$ cat config.mk
export PLATFORM = sky130hd
export DESIGN_NAME = mocl_ctrl
export DESIGN_NICKNAME = d
export VERILOG_FILES = /design/src/rtl/mocl_sync2.v /design/src/rtl/mocl_range_dec.v /design/src/rtl/mocl_ctrl.v
export VERILOG_INCLUDE_DIRS = /design/src /design/src/rtl
export SDC_FILE = /design/constraint.sdc
export NUM_CORES = 1
export LEC_CHECK = 0
export ABC_AREA = 1
export BUFFER_PORTS_ARGS = -buffer_cell sky130_fd_sc_hd__clkbuf_2
export CAP_MARGIN = 10
export CORE_MARGIN = 4
export CORE_UTILIZATION = 35
export DETAILED_ROUTE_END_ITERATION = 8
export SLEW_MARGIN = 0
export SYNTH_ARGS = -nofsm -noshare
export SYNTH_HDL_FRONTEND = slang
export SYNTH_SLANG_ARGS = --single-unit
$ cat constraint.sdc
create_clock -name clk_i -period 1.3 [get_ports clk_i]
set_input_delay 0.13 -clock clk_i [delete_from_list [all_inputs] [get_ports clk_i]]
set_output_delay 0.13 -clock clk_i [all_outputs]
set_load 0.03 [all_outputs]
$ cat src/rtl/mocl_map.vh
// register map, field positions and reset values of the main oscillator control
`ifndef MOCL_MAP_VH
`define MOCL_MAP_VH

`define MOCL_ADDR_W          8
`define MOCL_OFF_OSC_CR_TWO  8'hE2
`define MOCL_OFF_TRIM        8'hE8
`define MOCL_OFF_SYS_SC_ONE  8'hFE
`define MOCL_OFF_BOOT_CTL    8'hF0

`define MOCL_RST_OSC_CR_TWO  8'h00
`define MOCL_RST_TRIM        8'h00
`define MOCL_RST_SYS_SC_ONE  8'h00
`define MOCL_RST_BOOT_CTL    8'h00

`define MOCL_BIT_EXT_SEL     2
`define MOCL_BIT_FAST_EN     4
`define MOCL_BIT_RAM_CLR_DIS 0
`define MOCL_BIT_RANGE_LO    3
`define MOCL_BIT_RANGE_HI    4
`define MOCL_BIT_REPEAT_BOOT 7
`define MOCL_BIT_DBL_OFF     0

`define MOCL_RANGE_12M       2'b00
`define MOCL_RANGE_6M        2'b01
`define MOCL_RANGE_24M       2'b10
`define MOCL_RANGE_RESERVED_BIT      2'b11

`endif

$ cat src/rtl/mocl_sync2.v
// two-flop synchroniser for levels from outside the clock domain
`timescale 1ns/1ps
module mocl_sync2 #(
    parameter W = 1
) (
    // clock and reset
    input  wire         clk_i,
    input  wire         nrst_i,
    // level in and out
    input  wire [W-1:0] d_i,
    output wire [W-1:0] q_o
);
    reg [W-1:0] s1_q;
    reg [W-1:0] s2_q;

    always @(posedge clk_i) begin
        if (!nrst_i) begin
            s1_q <= {W{1'b0}};
            s2_q <= {W{1'b0}};
        end else begin
            s1_q <= d_i;
            s2_q <= s1_q;
        end
    end

    assign q_o = s2_q;
endmodule // mocl_sync2

$ cat src/rtl/mocl_range_dec.v
// decode of the range-select code to a one-hot frequency choice
`timescale 1ns/1ps
`include "mocl_map.vh"
module mocl_range_dec (
    // code in
    input  wire [1:0] range_i,
    // one-hot select out: bit0 6 MHz, bit1 12 MHz, bit2 24 MHz
    output reg  [2:0] sel_o
);
    always @* begin
        case (range_i)
            `MOCL_RANGE_12M: sel_o = 3'h2;
            `MOCL_RANGE_6M:  sel_o = 3'h1;
            `MOCL_RANGE_24M: sel_o = 3'h4;
            default:         sel_o = 3'h2;
        endcase
    end
endmodule // mocl_range_dec

$ cat src/rtl/mocl_ctrl.v
// main oscillator control: range, trim, doubler, clock source and status bits
// How it works
// - two-bit range code picks 12, 6 or 24 MHz; code 11 reserved
// - a range write reaches the oscillator control outputs at once
// - trim sits in an 8-bit register, bit 0 least significant
// - boot loads the factory trim; the register reset value is zero
// - without external select, system clock comes from the main oscillator
// - external select bit makes the external clock source the whole clock tree
// - fast clock enable bit gates the 48 MHz clock, 1 enables
// - read-only repeat boot flag shows the boot routine ran more than once
// - ram clear disable bit, default 0, picks maximum or minimum SRAM clearing
// - the frequency doubler can be switched off to save power
`timescale 1ns/1ps
`include "mocl_map.vh"
module mocl_ctrl (
    // clock and reset
    input  wire       clk_i,
    input  wire       nrst_i,
    // register port
    input  wire [7:0] addr_i,
    input  wire [7:0] wdata_i,
    input  wire       wr_i,
    input  wire       rd_i,
    output reg  [7:0] rdata_o,
    // boot controller
    input  wire       boot_load_i,
    input  wire [7:0] boot_trim_i,
    input  wire       boot_start_i,
    // external clock request state
    input  wire       ext_clk_alive_i,
    // oscillator controls
    output reg  [2:0] range_sel_o,
    output reg  [1:0] range_code_o,
    output reg  [7:0] trim_o,
    output reg        doubler_en_o,
    output reg        fast_clock_en_o,
    output reg        ext_clk_sel_o,
    output reg        ram_clear_min_o,
    output reg        repeat_boot_o,
    output reg        ext_clk_seen_o
);
    // registers
    reg  [7:0] trim_q;
    reg  [1:0] range_q;
    reg        ram_clr_dis_q;
    reg        ext_sel_q;
    reg        fast_en_q;
    reg        dbl_off_q;
    reg        repeat_boot_q;
    reg        boot_seen_q;
    reg  [7:0] rdata_d;
    wire [2:0] sel_w;
    wire       ext_alive_s;

    wire wr_osc  = wr_i && (addr_i == `MOCL_OFF_OSC_CR_TWO);
    wire wr_trim = wr_i && (addr_i == `MOCL_OFF_TRIM);
    wire wr_scr  = wr_i && (addr_i == `MOCL_OFF_SYS_SC_ONE);
    wire wr_boot = wr_i && (addr_i == `MOCL_OFF_BOOT_CTL);

    mocl_range_dec u_dec (
        .range_i (range_q),
        .sel_o   (sel_w)
    );

    mocl_sync2 #(.W(1)) u_sync (
        .clk_i  (clk_i),
        .nrst_i (nrst_i),
        .d_i    (ext_clk_alive_i),
        .q_o    (ext_alive_s)
    );

    always @(posedge clk_i) begin
        if (!nrst_i) begin
            trim_q        <= `MOCL_RST_TRIM;
            range_q       <= `MOCL_RANGE_12M;
            ram_clr_dis_q <= 1'b0;
            ext_sel_q     <= 1'b0;
            fast_en_q     <= 1'b0;
            dbl_off_q     <= 1'b0;
            repeat_boot_q <= 1'b0;
            boot_seen_q   <= 1'b0;
        end else begin
            if (boot_load_i)
                trim_q <= boot_trim_i;
            else if (wr_trim)
                trim_q <= wdata_i;
            if (wr_scr) begin
                range_q       <= wdata_i[`MOCL_BIT_RANGE_HI:`MOCL_BIT_RANGE_LO];
                ram_clr_dis_q <= wdata_i[`MOCL_BIT_RAM_CLR_DIS];
            end
            if (wr_osc) begin
                ext_sel_q <= wdata_i[`MOCL_BIT_EXT_SEL];
                fast_en_q <= wdata_i[`MOCL_BIT_FAST_EN];
            end
            if (wr_boot)
                dbl_off_q <= wdata_i[`MOCL_BIT_DBL_OFF];
            if (boot_start_i) begin
                boot_seen_q <= 1'b1;
                if (boot_seen_q)
                    repeat_boot_q <= 1'b1;
            end
        end
    end

    // read mux, registered one cycle after the strobe
    always @* begin
        rdata_d = 8'h00;
        case (addr_i)
            `MOCL_OFF_OSC_CR_TWO: begin
                rdata_d[`MOCL_BIT_EXT_SEL] = ext_sel_q;
                rdata_d[`MOCL_BIT_FAST_EN] = fast_en_q;
            end
            `MOCL_OFF_TRIM:
                rdata_d = trim_q;
            `MOCL_OFF_SYS_SC_ONE: begin
                rdata_d[`MOCL_BIT_REPEAT_BOOT]                    = repeat_boot_q;
                rdata_d[`MOCL_BIT_RANGE_HI:`MOCL_BIT_RANGE_LO]    = range_q;
                rdata_d[`MOCL_BIT_RAM_CLR_DIS]                    = ram_clr_dis_q;
            end
            `MOCL_OFF_BOOT_CTL: begin
                rdata_d[`MOCL_BIT_DBL_OFF] = dbl_off_q;
                rdata_d[1]                 = ext_alive_s;
            end
            default:
                rdata_d = 8'h00;
        endcase
    end

    always @(posedge clk_i) begin
        if (!nrst_i)
            rdata_o <= 8'h00;
        else if (rd_i)
            rdata_o <= rdata_d;
        else
            rdata_o <= 8'h00;
    end

    // outputs follow registers combinationally so a range change is immediate
    always @* begin
        range_sel_o     = sel_w;
        range_code_o    = range_q;
        trim_o          = trim_q;
        doubler_en_o    = ~dbl_off_q;
        fast_clock_en_o = fast_en_q;
        ext_clk_sel_o   = ext_sel_q;
        ram_clear_min_o = ram_clr_dis_q;
        repeat_boot_o   = repeat_boot_q;
        ext_clk_seen_o  = ext_alive_s;
    end
endmodule // mocl_ctrl

After elaboration in Yosys (flattened, before gate mapping)
Cells that the tools add are included.

Flip-flop bits (word level): 26. Bits of input ports: 31. Output and inout port bits: 27. Word-level logic and storage cells: 36.

Muxes and demuxes: 9. Bitwise gates (word level): 1. Equal/unequal tests: 6. Reductions and logical operators: 8.

Operator list (count): $eq A8 B8 Y1 const B (4); $mux W8 (2); $pmux W1 S2 (4); $pmux W1 S3 (2); $pmux W3 S2 (1); $logic_and A1 B1 Y1 (4); $reduce_and A2 Y1 (2); $reduce_and A3 Y1 (1); $eq A2 B1 Y1 const B (1); $eq A2 B2 Y1 const B (1); $reduce_bool A2 Y1 (1); $not A1 Y1 (1).

Logic depth before layout (Yosys ltp)
Depth after elaboration: 4. Gate-level depth with buffers: 8. Gate-level depth less buffers: 8.

By module
A second synthesis with hierarchy kept.

Cells, all modules: 178. Area, all modules: 1255.0 um^2.

Modules (own cells, without submodules): mocl_ctrl (seq. area each 480.5 um^2, instances 1, area an instance 1167.4 um^2, cells each 168); mocl_sync2 (seq. area each 40.0 um^2, instances 1, area an instance 55.1 um^2, cells each 6); mocl_range_dec (seq. area each 0.0 um^2, instances 1, area an instance 32.5 um^2, cells each 4).

Worst setup path after synthesis
Ideal clock, no wire load.

Path type: register to output. From: register range_q[0] (netlist: range_code_o[0]). To: output port range_sel_o[1]. Stages on the path, launching flop included: 3. Buffers on the path: 0. Data arrival time: 1.062 ns. Path slack: 0.108 ns. Path through: dfxtp_1 > inv_1 > ha_1.

Word-level cells in the longest chain between the ends: 2. Elaborated cells between the ends (all ways): 3. Those cells by class: 2 x eq/ne; 1 x mux.

Ends and longest elaborated chain: start, declared (line mocl_ctrl.v:44) `reg [1:0] range_q;`; start signal, assigned (line mocl_ctrl.v:75) `` range_q <= `MOCL_RANGE_12M; ``; start signal, assigned (line mocl_ctrl.v:88) `` range_q <= wdata_i[`MOCL_BIT_RANGE_HI:`MOCL_BIT_RANGE_LO]; ``; $eq A2 B2 Y1 / $eq A2 B1 Y1 (equally long branches) (line mocl_range_dec.v:11) `case (range_i)`; $pmux W3 S2 (*) (line mocl_range_dec.v:11); end, declared (line mocl_ctrl.v:32) `output reg [2:0] range_sel_o,`.

Mark *: on every way between the ends. The rest lies on a longest branch, timed or not.

Worst setup path after layout
Ends and elaborated chain as after synthesis.

==> results.py <==
metrics = {
    "power_and_ir_drop": {
        "power.density_mw_per_mm2": 897,
        "p_leak_uw": 0.000872,
        "peakVddDrop_v": 0.000375,
    },
    "clock_network": {
        "clock_latency_ns": 0.32,
        "numCtsBuffers": 3,
        "cts_sinks": 26,
        "ctsRootBufferMaster": "clkbuf_4",
        "cts.clk_slew.worst_paths_ns": 0.13,
        "cts-htree-levels": 1,
        "clk_path_buf_depth": 2,
        "cts_tree": "built",
    },
    "place": {
        "io_buffer_count": 57,
        "gp_congestion": 0.861,
        "dp_hpwl_um": 2450,
        "pre_cts_ws_ns": 0.174,
    },
    "setup_path": {
        "worst-endpoint-required_ns": 1.17,
        "path_cells": "inv_1 -> ha_4 -> buf_8",
        "critical_path.max_fanout": 2,
        "max_stage_delay_ns": 0.35,
        "regToRegStartpoint": "range_code_o[1]",
        "critPathLaunchType": "flop",
        "critPathArrivalTime_ns": 1.13,
        "crit_slowest_cell": "dfxtp_2",
        "endpoint_kind": "output port",
        "worst-setup-path-type": "reg2out",
        "crit_family": "flip-flops",
        "r2r_setup_slack_ns": 0.51,
        "cp_num_buf_inv": 2,
        "reg2reg_to": "rdata_o[4]",
        "reg2reg_depth": 4,
    },
    "synth": {
        "synth_cell_types": 23,
        "syn-num-nets": 212,
        "synthesis.area_sq_mm": 0.00126,
        "yosys_warnings": 0,
        "synth_area_leaders": "dfxtp_1, nand2_1, nor2_1",
        "syn_area_per_cell_sq_um": 7.02,
        "synthCells": 179,
        "yosysSeqAreaShare_pct": 41.4,
        "synth_top_area_share_pct": 41.4,
        "synth.ff_latch_count": 26,
        "synth_area_leader_cell": "dfxtp_1",
    },
    "timing": {
        "tightest_slew_ns": 0.299,
        "maxSlewViolCount": 0,
        "finalWorstPathRequiredPeriod_ns": 1.26,
        "min_period_over_period_pct": 96.7,
        "fmax_mhz": 796,
        "timing.setup.tns_ns": 0,
        "finalClockSkew_ns": 0.00320,
        "hold_viol": 0,
        "worst_slack_ns": 0.0435,
        "setup_viol": 0,
        "max_slew_margin_pct": 80.0,
    },
    "global_route": {
        "grtUsageTotal_pct": 13.6,
        "overflow": 0,
        "grt_pass1_vias": 1109,
        "antenna_found_initial": 0,
        "grt_pass1_wl_um": 4800,
        "grt_max_degree": 18,
    },
    "routing": {
        "vias": 1244,
        "dr.pass1.iters": 4,
        "wl_per_cell_um": 10.4,
        "drc": 0,
        "postRouteAntennaNets": 0,
        "initialDrtViolationCount": 46,
        "routed_wl_um": 2980,
        "routed_via_density": 4.35,
    },
    "layout": {
        "drive_above_1_share_pct": 35.8,
        "finalNetCount": 274,
        "fin_util_pct": 49.1,
        "n_antenna_cell": 0,
        "area.growth.synth_to_final_pct": 33.3,
    },
    "outcome": {
        "status": "completed",
    },
    "die": {
        "die_w_um": 67.9,
        "die_area_sq_mm": 0.00462,
        "ios": 58,
        "fp.dieH_um": 67.9,
        "start_util_pct": 36.8,
        "coreArea_sq_mm": 0.00342,
        "fp-row-count": 21,
    },
    "min_path": {
        "hold_path_end": "boot_seen_q",
        "holdCritStartpoint": "boot_start_i",
        "hold_path_depth": 3,
        "worstHoldPathType": "in2reg",
    },
    "job": {
        "maxCapViolCount": 0,
    },
}
## cell families after synthesis
family	share of synthesized area, %
AO/OA/AOI/OAI	6.47
adder cells (fa/ha/maj)	1.99
buffers and inverters	8.26
flip-flops	41.4
AND/OR/NAND/NOR	41.9
## final cells by class
type                    instances  area [sq um]
repair buffers                 60           327
well taps                      46          57.6
multi-input cells             128           646
clock buffers                   4          36.3
flip-flops and latches         26           523
fillers                       366          1740
inverters                      22          87.6
## Yosys cell counts, drive strengths merged
| library cell | instances |
|---|---|
| dfxtp | 26 |
| buf | 2 |
| clkbuf | 1 |
| ha | 2 |
| nor2 | 34 |
| nand4 | 1 |
| nand3 | 16 |
| nand3b | 3 |
| o22ai | 2 |
| a21oi | 7 |
| nand2 | 57 |
| o21ai | 6 |
| inv | 22 |
## through the flow
stage / area (sq um) / std cells / total power (uW) / hold WS, ns
detailed placement: 1590 / 280 / 1120 / 0.315
global placement: 1590 / 280 / 1120 / 0.315
finish: 1680 / 286 / 1500 / 0.0304
floorplan: 1260 / 179 / 1020 / 0.228
global route: 1680 / 286 / 1590 / 0.0231
CTS: 1660 / 286 / 1530 / 0.0178
## worst max-delay path by stage
stage | startpoint | to | slack [ns] | cells after the start
detailed placement | addr_i[0] | trim_o[7] | 0.17 | 9
floorplan | range_code_o[0] | range_sel_o[1] | 0.11 | 2
CTS | range_code_o[0] | range_sel_o[1] | -0.001 | 3
global route | range_code_o[1] | range_sel_o[0] | -0.009 | 3
finish | range_code_o[0] | range_sel_o[1] | 0.04 | 3
global placement | addr_i[2] | trim_o[7] | 0.19 | 9
## routing by layer
metal,share of wire (%),track usage [%]
met1,45,17.9
met5,0,0
met3,6.6,2.30
met2,48,22.4
met4,1.2,4.47
## repair_timing
action / in CTS / in global routing
hold buffers: 1 / 0
pin swaps: 1 / 0
resized for setup: 3 / 7
setup buffers: 1 / 0
setup endpoints to repair: 2 / 2
endpoints found under the hold margin: 1 / 0
cloned: 0 / 0
## power breakdown
part	total [uW]	switching [uW]	internal, uW
clock	403	232	171
sequential	837	14.8	822
combinational	264	166	97.6
total	1500	412	1090
## sequential cells by signal (all words and copies together) (netlist names)
name and flops:
rdata_o 8, u_sync.s1_q 1, dbl_off_q 1, boot_seen_q 1, repeat_boot_o 1, ext_clk_sel_o 1, u_sync.q_o 1, range_code_o 2
trim_o 8, ram_clear_min_o 1, fast_clock_en_o 1
## worst register-to-register path: stages (launching register included)
cell	delay [ns]
dfxtp_2	0.39
inv_1	0.08
o21ai_0	0.16
nor2_1	0.05
nor2_1	0.07
## placed cells by master, fill, tap and decap left out, drive strengths merged
cell and n:
inv 22, a21oi 7, nand2 57, nor2 34, nand3b 3, nand4 1, nand3 16, o21ai 6
dfxtp 26, buf 4, dlygate4sd3 1, o22ai 2, ha 2, clkbuf 59
(Power assumes the default switching activity.)
